[config.mk]
export PLATFORM = sky130hd
export DESIGN_NAME = cmcs_sequencer
export DESIGN_NICKNAME = d
export VERILOG_FILES = /design/src/logic/cmcs_pkg.sv /design/src/logic/cmcs_bus_if.sv /design/src/logic/cmcs_bus_engine.sv /design/src/logic/cmcs_sequencer.sv
export SDC_FILE = /design/constraint.sdc
export NUM_CORES = 1
export LEC_CHECK = 0
export ABC_AREA = 1
export BUFFER_PORTS_ARGS = -buffer_cell sky130_fd_sc_hd__buf_2
export CAP_MARGIN = 20
export CORE_AREA = 2 2 187 134
export CTS_CLUSTER_SIZE = 24
export DETAILED_ROUTE_END_ITERATION = 6
export DIE_AREA = 0 0 189 136
export PLACE_DENSITY_LB_ADDON = 0.15
export SYNTH_ARGS = -nofsm -noshare
export SYNTH_HDL_FRONTEND = slang
export SYNTH_SLANG_ARGS = --single-unit
export TNS_END_PERCENT = 5
[constraint.sdc]
create_clock -name clk -period 5.7 [get_ports clk]
set_input_delay 0.57 -clock clk [delete_from_list [all_inputs] [get_ports clk]]
set_output_delay 0.57 -clock clk [all_outputs]
set_load 0.01 [all_outputs]
[src/logic/cmcs_pkg.sv]
// Shared constants and types of the machine-cycle sequencer
package cmcs_pkg;
	localparam int DW = 16;
	localparam int CW = 8;
	localparam logic [7:0] ALU_CLKS = 8'h02;
	localparam logic [7:0] BIT_CLKS = 8'h02;
	localparam logic [7:0] WIDE_BASE_CLKS = 8'h02;
	localparam logic [7:0] NARROW_BASE_CLKS = 8'h04;
	localparam logic [15:0] ZERO_WORD = 16'h0000;
	localparam logic [15:0] SD_RESET = 16'h0000;
	localparam logic [15:0] ADDR_RESET = 16'h0000;
	localparam logic [15:0] INC_BYTE = 16'h0001;
	localparam logic [15:0] INC_WORD = 16'h0002;
	localparam logic [15:0] PC_STEP = 16'h0002;
	localparam logic [2:0] LEN_REG = 3'h1;
	localparam logic [2:0] LEN_IND = 3'h3;
	localparam logic [2:0] LEN_AUTO_B = 3'h4;
	localparam logic [2:0] LEN_LONG = 3'h5;

	typedef enum logic [1:0] {BK_RD = 2'h0, BK_WR = 2'h1, BK_BIN = 2'h2, BK_BOUT = 2'h3} cmcs_bkind_t;
	typedef enum logic [2:0] {OP_END = 3'h0, OP_ALU = 3'h1, OP_RD = 3'h2, OP_WR = 3'h3,
		OP_BIN = 3'h4, OP_BOUT = 3'h5} cmcs_op_t;
	typedef enum logic [2:0] {A_WSA = 3'h0, A_WSC = 3'h1, A_PC2 = 3'h2, A_SYM = 3'h3,
		A_SYMX = 3'h4, A_EXT = 3'h5} cmcs_asrc_t;
	typedef enum logic [2:0] {D_KEEP = 3'h0, D_ZERO = 3'h1, D_WSC = 3'h2, D_INC = 3'h3,
		D_EXT = 3'h4} cmcs_dsrc_t;
	typedef struct packed {
		cmcs_op_t   op;
		cmcs_asrc_t asrc;
		cmcs_dsrc_t dsrc;
	} cmcs_step_t;
	typedef enum logic [2:0] {M_REG = 3'h0, M_IND = 3'h1, M_AUTO = 3'h2, M_SYM = 3'h3,
		M_IDX = 3'h4} cmcs_mode_t;
	typedef enum logic [2:0] {C_ALU_KEEP = 3'h0, C_ALU_LOAD = 3'h1, C_RD = 3'h2, C_WR = 3'h3,
		C_BIN = 3'h4, C_BOUT = 3'h5} cmcs_cmd_t;
	typedef enum logic [3:0] {S_IDLE = 4'h1, S_ALU0 = 4'h2, S_ALU1 = 4'h4, S_BUS = 4'h8} cmcs_state_t;
	typedef enum logic [2:0] {E_IDLE = 3'h1, E_T1 = 3'h2, E_T2 = 3'h4} cmcs_estate_t;
endpackage : cmcs_pkg

[src/logic/cmcs_bus_if.sv]
// Link between the step sequencer and the bus cycle engine
`timescale 1ns/100ps
interface cmcs_bus_if;
	import cmcs_pkg::*;
	logic        req;
	cmcs_bkind_t kind;
	logic [15:0] addr;
	logic [15:0] wdata;
	logic        wbit;
	logic        narrow;
	logic [15:0] sd;
	logic        done;
	logic [15:0] rdata;
	logic        rbit;
	modport seq (output req, kind, addr, wdata, wbit, narrow, sd, input done, rdata, rbit);
	modport eng (input req, kind, addr, wdata, wbit, narrow, sd, output done, rdata, rbit);
endinterface : cmcs_bus_if

[src/logic/cmcs_bus_engine.sv]
// Memory and serial bit cycle engine
`timescale 1ns/100ps
module cmcs_bus_engine
	import cmcs_pkg::*;
(
	input  wire logic  clk,
	input  wire logic  rst,
	cmcs_bus_if.eng    b,
	input  wire logic  wait_sync,
	input  wire logic  serial_in_sync,
	input  wire logic [15:0] din,
	output logic [15:0] address_bus_value,
	output logic [15:0] data_bus_value,
	output logic        data_bus_oe,
	output logic        mem_enable,
	output logic        mem_we_n,
	output logic        byte_select_address_bit,
	output logic        serial_bit_out,
	output logic        serial_bit_strobe
);
	cmcs_estate_t st;
	cmcs_bkind_t  kind;
	logic         narrow_q;
	logic         byte_hi;
	logic [15:0]  wdata_q;
	logic [7:0]   rdata_hi;
	logic [7:0]   cyc_cnt;
	logic [7:0]   stall_cnt;
	logic         is_mem;
	logic         stall;
	logic         next_byte;
	logic         last;
	logic         bin_tail;
	logic         rbit_q;

	// ****************************************
	// Cycle progress
	// ****************************************
	always_comb begin
		is_mem = (kind == BK_RD) || (kind == BK_WR);
		stall = (st == E_T2) && is_mem && wait_sync;
		next_byte = (st == E_T2) && is_mem && !wait_sync && narrow_q && !byte_hi;
		last = (st == E_T2) && !stall && !next_byte;
	end

	assign b.done = last;
	assign b.rdata = narrow_q ? {rdata_hi, din[7:0]} : din;
	assign b.rbit = rbit_q;

	// Synchroniser delay: the pin taken at the start of the second clock lands one clock after the cycle
	always_ff @(posedge clk or posedge rst) begin
		if (rst) begin
			bin_tail <= 1'b0;
			rbit_q <= 1'b0;
		end else begin
			bin_tail <= last && (kind == BK_BIN);
			if (bin_tail) begin
				rbit_q <= serial_in_sync;
			end
		end
	end

	always_ff @(posedge clk or posedge rst) begin
		if (rst) begin
			st <= E_IDLE;
		end else if (b.req) begin
			st <= E_T1;
		end else begin
			case (st)
				E_T1: st <= E_T2;
				E_T2: st <= next_byte ? E_T1 : (stall ? E_T2 : E_IDLE);
				default: st <= E_IDLE;
			endcase
		end
	end

	always_ff @(posedge clk or posedge rst) begin
		if (rst) begin
			kind <= BK_RD;
			narrow_q <= 1'b0;
			byte_hi <= 1'b0;
			wdata_q <= ZERO_WORD;
			rdata_hi <= 8'h00;
		end else if (b.req) begin
			kind <= b.kind;
			narrow_q <= b.narrow;
			byte_hi <= 1'b0;
			wdata_q <= b.wdata;
		end else if (next_byte) begin
			byte_hi <= 1'b1;
			rdata_hi <= din[7:0];
		end
	end

	// ****************************************
	// Bus pins
	// ****************************************
	always_ff @(posedge clk or posedge rst) begin
		if (rst) begin
			address_bus_value <= ADDR_RESET;
			byte_select_address_bit <= 1'b0;
		end else if (b.req) begin
			address_bus_value <= b.addr;
			byte_select_address_bit <= b.addr[0];
			if (b.narrow && (b.kind == BK_RD || b.kind == BK_WR)) begin
				address_bus_value[0] <= 1'b0;
				byte_select_address_bit <= 1'b0;
			end
		end else if (next_byte) begin
			address_bus_value[0] <= 1'b1;
			byte_select_address_bit <= 1'b1;
		end
	end

	always_ff @(posedge clk or posedge rst) begin
		if (rst) begin
			data_bus_value <= SD_RESET;
			data_bus_oe <= 1'b0;
		end else if (b.req && b.kind == BK_WR) begin
			data_bus_value <= b.narrow ? {8'h00, b.wdata[15:8]} : b.wdata;
			data_bus_oe <= 1'b1;
		end else if (next_byte && kind == BK_WR) begin
			data_bus_value <= {8'h00, wdata_q[7:0]};
		end else if (!(kind == BK_WR && st != E_IDLE && !last)) begin
			data_bus_value <= b.sd;
			data_bus_oe <= 1'b0;
		end
	end

	always_ff @(posedge clk or posedge rst) begin
		if (rst) begin
			mem_enable <= 1'b0;
			mem_we_n <= 1'b1;
		end else if (b.req) begin
			mem_enable <= (b.kind == BK_RD) || (b.kind == BK_WR);
			mem_we_n <= (b.kind != BK_WR);
		end else if (last) begin
			mem_enable <= 1'b0;
			mem_we_n <= 1'b1;
		end
	end

	always_ff @(posedge clk or posedge rst) begin
		if (rst) begin
			serial_bit_out <= 1'b0;
			serial_bit_strobe <= 1'b0;
		end else begin
			if (b.req && b.kind == BK_BOUT) begin
				serial_bit_out <= b.wbit;
			end
			serial_bit_strobe <= (st == E_T1) && (kind == BK_BOUT) && !b.req;
		end
	end

	// ****************************************
	// Checks
	// ****************************************
	always_ff @(posedge clk or posedge rst) begin
		if (rst) begin
			cyc_cnt <= 8'h00;
			stall_cnt <= 8'h00;
		end else if (b.req) begin
			cyc_cnt <= 8'h01;
			stall_cnt <= 8'h00;
		end else if (st != E_IDLE) begin
			cyc_cnt <= cyc_cnt + 8'h01;
			stall_cnt <= stall_cnt + {7'h00, stall};
		end
	end
endmodule : cmcs_bus_engine

[src/logic/cmcs_sequencer.sv]
// Machine-cycle sequencer top: operand derivation and single cycles
`timescale 1ns/100ps
//
// Behaviour
// - Each machine cycle takes at least two clocks
// - ALU cycle leaves bus controls unchanged
// - Memory cycle drives bus controls throughout
// - Wide memory cycle lasts two plus waits
// - Narrow bus: two bytes, four plus 2W
// - High byte first at bit 0, then 1
// - Bit cycle two clocks, address first clock
// - Bit input sampled in second clock
// - Bit output set early, strobe second clock
// - Each step selects one fixed machine cycle
// - Derivation phase precedes execution phase
// - Derivation sequence depends on mode and byte indicator
// - Latch holds last write or ALU load, shown on bus
// - No-change cycles keep previous address
// - Byte indicator: one byte, zero word
// - Register mode: one read at register
// - Indirect: read, ALU, read operand
// - Byte autoinc: read, ALU, write +1, read
// - Word autoinc: read, two ALU, +2, read
// - Symbolic: two ALU, read PC+2, zero, read
// - Indexed: read, ALU, PC+2, ALU, indexed read
module cmcs_sequencer
	import cmcs_pkg::*;
(
	input  wire logic        clk,
	input  wire logic        rst,
	input  wire logic        deriv_start,
	input  wire logic [2:0]  deriv_mode,
	input  wire logic        deriv_byte,
	input  wire logic [15:0] deriv_ws_addr,
	input  wire logic [15:0] deriv_pc,
	input  wire logic        cmd_valid,
	input  wire logic [2:0]  cmd_kind,
	input  wire logic [15:0] cmd_addr,
	input  wire logic [15:0] cmd_data,
	input  wire logic        cmd_bit,
	output logic             cmd_ready,
	output logic             busy,
	output logic             done,
	output logic [15:0]      operand,
	output logic             bit_result,
	input  wire logic        narrow_bus,
	input  wire logic        wait_req,
	input  wire logic [15:0] data_in,
	output logic [15:0]      address_bus_value,
	output logic [15:0]      data_bus_value,
	output logic             data_bus_oe,
	output logic             mem_enable,
	output logic             mem_we_n,
	output logic             byte_select_address_bit,
	input  wire logic        serial_bit_in,
	output logic             serial_bit_out,
	output logic             serial_bit_strobe
);
	cmcs_bus_if  b ();
	cmcs_state_t state;
	logic [2:0]  sync1;
	logic [2:0]  sync2;
	logic [2:0]  idx;
	logic [2:0]  mc_count;
	cmcs_mode_t  mode;
	logic        byte_q;
	logic        single;
	logic [15:0] ws_addr;
	logic [15:0] pc;
	logic [15:0] ext_addr;
	logic [15:0] ext_data;
	logic        ext_bit;
	logic [15:0] wsc;
	logic [15:0] symb;
	logic [15:0] source_data_latch;
	logic        advance;
	cmcs_step_t  nstep;
	cmcs_step_t  cur;
	logic [15:0] c_ws;
	logic [15:0] c_pc;
	logic [15:0] c_ea;
	logic [15:0] c_ed;

	// ****************************************
	// Step tables
	// ****************************************
	function automatic cmcs_step_t step_of(cmcs_mode_t m, logic bsel, logic [2:0] i);
		cmcs_step_t s;
		s = '{OP_END, A_WSA, D_KEEP};
		case (m)
			M_REG: if (i == 3'h0) s = '{OP_RD, A_WSA, D_KEEP};
			M_IND: case (i)
				3'h0: s = '{OP_RD, A_WSA, D_KEEP};
				3'h1: s = '{OP_ALU, A_WSA, D_KEEP};
				3'h2: s = '{OP_RD, A_WSC, D_KEEP};
				default: s = '{OP_END, A_WSA, D_KEEP};
			endcase
			M_AUTO: case (i)
				3'h0: s = '{OP_RD, A_WSA, D_KEEP};
				3'h1: s = '{OP_ALU, A_WSA, D_KEEP};
				3'h2: s = bsel ? cmcs_step_t'{OP_WR, A_WSA, D_INC} : cmcs_step_t'{OP_ALU, A_WSA, D_KEEP};
				3'h3: s = bsel ? cmcs_step_t'{OP_RD, A_WSC, D_KEEP} : cmcs_step_t'{OP_WR, A_WSA, D_INC};
				3'h4: s = bsel ? cmcs_step_t'{OP_END, A_WSA, D_KEEP} : cmcs_step_t'{OP_RD, A_WSC, D_KEEP};
				default: s = '{OP_END, A_WSA, D_KEEP};
			endcase
			M_SYM: case (i)
				3'h0, 3'h1: s = '{OP_ALU, A_WSA, D_KEEP};
				3'h2: s = '{OP_RD, A_PC2, D_KEEP};
				3'h3: s = '{OP_ALU, A_WSA, D_ZERO};
				3'h4: s = '{OP_RD, A_SYM, D_KEEP};
				default: s = '{OP_END, A_WSA, D_KEEP};
			endcase
			M_IDX: case (i)
				3'h0: s = '{OP_RD, A_WSA, D_KEEP};
				3'h1: s = '{OP_ALU, A_WSA, D_KEEP};
				3'h2: s = '{OP_RD, A_PC2, D_KEEP};
				3'h3: s = '{OP_ALU, A_WSA, D_WSC};
				3'h4: s = '{OP_RD, A_SYMX, D_KEEP};
				default: s = '{OP_END, A_WSA, D_KEEP};
			endcase
			default: s = '{OP_END, A_WSA, D_KEEP};
		endcase
		return s;
	endfunction : step_of

	function automatic cmcs_step_t cmd_step(logic [2:0] k);
		cmcs_step_t s;
		case (k)
			C_ALU_KEEP: s = '{OP_ALU, A_EXT, D_KEEP};
			C_ALU_LOAD: s = '{OP_ALU, A_EXT, D_EXT};
			C_RD: s = '{OP_RD, A_EXT, D_KEEP};
			C_WR: s = '{OP_WR, A_EXT, D_EXT};
			C_BIN: s = '{OP_BIN, A_EXT, D_KEEP};
			C_BOUT: s = '{OP_BOUT, A_EXT, D_KEEP};
			default: s = '{OP_END, A_EXT, D_KEEP};
		endcase
		return s;
	endfunction : cmd_step

	function automatic logic [2:0] len_of(cmcs_mode_t m, logic bsel);
		case (m)
			M_REG: return LEN_REG;
			M_IND: return LEN_IND;
			M_AUTO: return bsel ? LEN_AUTO_B : LEN_LONG;
			default: return LEN_LONG;
		endcase
	endfunction : len_of

	// ****************************************
	// Pin synchronisers
	// ****************************************
	always_ff @(posedge clk or posedge rst) begin
		if (rst) begin
			sync1 <= 3'h0;
			sync2 <= 3'h0;
		end else begin
			sync1 <= {narrow_bus, wait_req, serial_bit_in};
			sync2 <= sync1;
		end
	end

	// ****************************************
	// Next step selection
	// ****************************************
	always_comb begin
		c_ws = (state == S_IDLE) ? deriv_ws_addr : ws_addr;
		c_pc = (state == S_IDLE) ? deriv_pc : pc;
		c_ea = (state == S_IDLE) ? cmd_addr : ext_addr;
		c_ed = (state == S_IDLE) ? cmd_data : ext_data;
		advance = ((state == S_IDLE) && (deriv_start || cmd_valid)) || (state == S_ALU1)
			|| ((state == S_BUS) && b.done);
		if (state == S_IDLE) begin
			if (deriv_start) begin
				nstep = step_of(cmcs_mode_t'(deriv_mode), deriv_byte, 3'h0);
			end else begin
				nstep = cmd_step(cmd_kind);
			end
		end else if (single) begin
			nstep = '{OP_END, A_EXT, D_KEEP};
		end else begin
			nstep = step_of(mode, byte_q, idx + 3'h1);
		end
		cur = advance ? nstep : cmcs_step_t'{OP_END, A_EXT, D_KEEP};
	end

	// ****************************************
	// Request to the bus engine
	// ****************************************
	always_comb begin
		b.req = (cur.op == OP_RD) || (cur.op == OP_WR) || (cur.op == OP_BIN) || (cur.op == OP_BOUT);
		case (cur.op)
			OP_WR: b.kind = BK_WR;
			OP_BIN: b.kind = BK_BIN;
			OP_BOUT: b.kind = BK_BOUT;
			default: b.kind = BK_RD;
		endcase
		case (cur.asrc)
			A_WSC: b.addr = wsc;
			A_PC2: b.addr = c_pc + PC_STEP;
			A_SYM: b.addr = symb;
			A_SYMX: b.addr = symb + wsc;
			A_EXT: b.addr = c_ea;
			default: b.addr = c_ws;
		endcase
		case (cur.dsrc)
			D_INC: b.wdata = wsc + (byte_q ? INC_BYTE : INC_WORD);
			D_EXT: b.wdata = c_ed;
			default: b.wdata = source_data_latch;
		endcase
		b.wbit = (state == S_IDLE) ? cmd_bit : ext_bit;
		b.narrow = sync2[2];
		b.sd = source_data_latch;
	end

	// ****************************************
	// Machine cycle state
	// ****************************************
	always_ff @(posedge clk or posedge rst) begin
		if (rst) begin
			state <= S_IDLE;
		end else begin
			case (state)
				S_ALU0: state <= S_ALU1;
				default: if (advance) begin
					case (cur.op)
						OP_END: state <= S_IDLE;
						OP_ALU: state <= S_ALU0;
						default: state <= S_BUS;
					endcase
				end
			endcase
		end
	end

	always_ff @(posedge clk or posedge rst) begin
		if (rst) begin
			idx <= 3'h0;
			mc_count <= 3'h0;
			mode <= M_REG;
			byte_q <= 1'b0;
			single <= 1'b0;
			ws_addr <= ADDR_RESET;
			pc <= ADDR_RESET;
			ext_addr <= ADDR_RESET;
			ext_data <= ZERO_WORD;
			ext_bit <= 1'b0;
		end else if (state == S_IDLE && advance) begin
			idx <= 3'h0;
			mc_count <= 3'h1;
			mode <= cmcs_mode_t'(deriv_mode);
			byte_q <= deriv_byte;
			single <= !deriv_start;
			ws_addr <= deriv_ws_addr;
			pc <= deriv_pc;
			ext_addr <= cmd_addr;
			ext_data <= cmd_data;
			ext_bit <= cmd_bit;
		end else if (advance && cur.op != OP_END) begin
			idx <= idx + 3'h1;
			mc_count <= mc_count + 3'h1;
		end
	end

	// ****************************************
	// Source data latch and read results
	// ****************************************
	always_ff @(posedge clk or posedge rst) begin
		if (rst) begin
			source_data_latch <= SD_RESET;
		end else if (cur.op == OP_WR) begin
			source_data_latch <= b.wdata;
		end else if (cur.op == OP_ALU) begin
			case (cur.dsrc)
				D_ZERO: source_data_latch <= ZERO_WORD;
				D_WSC: source_data_latch <= wsc;
				D_EXT: source_data_latch <= c_ed;
				default: source_data_latch <= source_data_latch;
			endcase
		end
	end

	always_ff @(posedge clk or posedge rst) begin
		if (rst) begin
			wsc <= ZERO_WORD;
			symb <= ZERO_WORD;
			operand <= ZERO_WORD;
		end else if (state == S_BUS && b.done) begin
			if (b.kind == BK_RD || cur.op == OP_END || cur.op != OP_WR) begin
				operand <= b.rdata;
			end
			if (!single && idx == 3'h0) begin
				wsc <= b.rdata;
			end
			if (!single && idx == 3'h2 && (mode == M_SYM || mode == M_IDX)) begin
				symb <= b.rdata;
			end
		end
	end

	always_ff @(posedge clk or posedge rst) begin
		if (rst) begin
			done <= 1'b0;
		end else begin
			done <= advance && (state != S_IDLE) && (cur.op == OP_END);
		end
	end

	assign cmd_ready = (state == S_IDLE) && !deriv_start;
	assign busy = (state != S_IDLE);
	assign bit_result = b.rbit;

	// ****************************************
	// Bus engine
	// ****************************************
	cmcs_bus_engine u_engine (
		.clk                     (clk),
		.rst                     (rst),
		.b                       (b),
		.wait_sync               (sync2[1]),
		.serial_in_sync          (sync2[0]),
		.din                     (data_in),
		.address_bus_value       (address_bus_value),
		.data_bus_value          (data_bus_value),
		.data_bus_oe             (data_bus_oe),
		.mem_enable              (mem_enable),
		.mem_we_n                (mem_we_n),
		.byte_select_address_bit (byte_select_address_bit),
		.serial_bit_out          (serial_bit_out),
		.serial_bit_strobe       (serial_bit_strobe)
	);
endmodule : cmcs_sequencer

==> flow_summary.ini <==
[timing]
worst_slew_pin_slew_ps = 1070
post-route-period-util_pct = 73.1
hold_violations = 0
setup_viol = 0
period_needed_ps = 4170
drv_slew = 0
tns_ps = 0
rsz0062_at_grt = false
relSlewSlack_pct = 28.6
finalClockSkew_ps = 16.9
max_freq_mhz = 240

[final_layout]
diodes = 0
layout_common_cells = nand2_1, dfrtp_1, o21ai_0
nNetsFinal = 1996
area_growth_pct = 13.4
final_cells = 2219
final_common_cell = nand2_1
drive_gt1_share_pct = 14.8

[clocking]
cts.path.max_buffers = 3
cts-resized-gates = 0
post_cts_buffers = 0
cts_buffers = 24
clk-insertion-delay-late_ps = 520
cts_tree = built
clk_transition_reported_paths_ps = 60
cts_hold_buf = 1
clkSinkCount = 210
cts_root_buf = clkbuf_16
htree_num_levels = 1

[floorplanning]
coreArea_sq_mm = 0.0241
chipWidth_um = 189
initial_core_util_pct = 52.6
die_h_um = 136
dieArea_sq_mm = 0.0257
num_rows = 48
ios = 153

[routing]
wl_met2_um = 16100
route.met3.wl_um = 3590
wire_per_inst_um = 17.5
ant_nets = 0
vias_per_cell = 5.55
wl_um = 38900
drc = 0
vias = 12323
drt-met1-wl_um = 18500
first_pass_iters = 5
top_layer = met5
drt_iter0_markers = 1098

[grt]
grt_pass1_vias = 11257
grt_antenna_before_repair = 1
overflow = 0
grt_max_degree = 128
grt_usage_pct = 30.6
grt_pass1_wl_um = 61600

[min_path]
min_to = sync1[2]
hold_class = in2reg
holdPathStages = 1
hp-start = narrow_bus

[worst_setup_path]
r2r_setup_slack_ps = 1530
critical_path.startpoint_type = flip-flop
r2r_end = u_engine.rdata_hi[0]
r2r-start = state[0]
ff2ff_path_depth = 15
cp.required_ps = 6150
crit_type = reg2reg
cp_data_arrival_time_ps = 4620
cp_max_fo = 103
end_kind = flip-flop

[logic_synthesis]
synth_top_family_by_area = simple AND/OR/NAND/NOR gates
syn-num-nets = 1885
synthCells = 1765
syn_avg_cell_area_sq_um = 7.18
async_flop_share_pct = 100
synthAdderAreaFrac_pct = 2.59
ys_ff_latch = 210
synthMuxAreaShare_pct = 0.0889
ys_warn_count = 0
ys_seq_area_share_pct = 41.5
synthXorXnorAreaFrac_pct = 1.66
yosys.area_share.simple_pct = 32.6
synth_cell_types = 47
synth_compound_area_share_pct = 13.2
ys.flop_type = dfrtp_1
synth_edf_count = 0
netlist_area_sq_mm = 0.0127

[placement]
dp.cells = 2174
place_congestion = 0.994
io_buffers = 152
hpwl_um = 29100

[status]
outcome = complete, no violations

[power]
power.total_mw = 3.20
irDropWorstVdd_uv = 230
p_leak_nw = 7.60
p_per_area_mw_per_mm2 = 223

[job]
cap_violations = 0
## final cells by class
class | count | area, sq um
fill | 2290 | 9720
multi-input combinational | 1299 | 6360
timing repair buffer | 159 | 828
sequential | 210 | 5260
clock buffer | 30 | 674
inverter | 182 | 699
clock inverter | 14 | 143
tap | 325 | 407
## where the power goes
| part | total (mW) | internal, mW | switching (mW) |
|---|---|---|---|
| Combinational | 0.109 | 0.0350 | 0.0745 |
| Sequential | 1.50 | 1.50 | 0.00407 |
| Clock | 1.59 | 0.939 | 0.652 |
| Total | 3.20 | 2.47 | 0.731 |
## Yosys cell counts, types with 3 or more instances
cell type	number	area, sq um
buf_6	4	45.0
nor2_1	111	417
dfrtp_1	207	5180
nand3_2	3	30.0
nand2_4	5	56.3
a21oi_1	42	210
nand3_1	152	761
clkbuf_1	34	128
o21ai_1	32	160
nor2_2	8	50.1
o211ai_1	17	128
buf_2	24	120
a31oi_1	15	93.8
nor2_4	7	78.8
nand2_1	552	2070
buf_1	4	15.0
inv_1	165	619
or2_2	8	50.1
o21ai_0	187	936
ha_1	23	288
dfstp_2	3	78.8
inv_4	5	31.3
xor2_1	22	193
a21o_1	3	22.5
nor3_1	13	65.1
nand3b_1	7	52.6
inv_2	11	41.3
nand4_1	51	319
buf_4	7	52.6
nand2_2	11	68.8
o21ai_2	9	78.8
## registers in the layout, summed over array words and instances (netlist names), 16 cells and up
register / count
b.sd: 16
ext_addr: 16
ext_data: 16
operand: 16
pc: 16
symb: 16
u_engine.address_bus_value: 16
u_engine.data_bus_value: 16
ws_addr: 16
wsc: 16
## routing by layer
metal	vias to the layer above	global-route usage (%)
li1	6003	-
met1	5806	46.6
met2	464	43.7
met3	48	7.10
met4	2	6.86
met5	-	0
## worst max-delay path by stage
| stage | from | end | slack [ps] | cells past startpoint |
|---|---|---|---|---|
| CTS | state[0] | u_engine.rdata_hi[1] | 1600 | 15 |
| finish | state[0] | u_engine.rdata_hi[0] | 1530 | 15 |
| detailed placement | state[0] | u_engine.rdata_hi[5] | 1630 | 15 |
| global placement | state[0] | u_engine.data_bus_value[3] | 1790 | 13 |
| floorplan | rst | b.sd[0] | 2400 | 1 |
| global route | state[0] | u_engine.rdata_hi[7] | 1150 | 15 |
## metrics by stage
stage | worst slack [ps] | utilization (%) | area [sq um] | hold slack, ps
finish | 1530 | 59.7 | 14400 | 158
global route | 1150 | 59.7 | 14400 | 139
CTS | 1600 | 59.7 | 14400 | 146
detailed placement | 1630 | 56.2 | 13500 | 341
global placement | 1790 | 56.2 | 13500 | 337
floorplan | 2400 | - | 12700 | 331
## kinds of logic (layout without fill, tap and decap cells)
kind of cell | count (synthesis) | count (layout)
flops | 210 | 210
compound gates | 311 | 311
mux | 1 | 1
fa+ha+maj | 25 | 25
buf+inv | 256 | 385
simple gates | 938 | 938
xor+xnor | 24 | 24
## worst max-delay path, stage by stage, from the launching register on
cell,delay [ps]
dfstp_2,540
inv_2,50
nor2_4,130
nand2_4,510
inv_4,620
nand2_4,110
inv_4,250
nand2_2,140
nor3_2,220
inv_1,130
nand3_2,80
buf_4,350
inv_2,380
nand2_2,350
nand2_1,100
o21ai_1,80
Power figures use the tool's default switching activity.
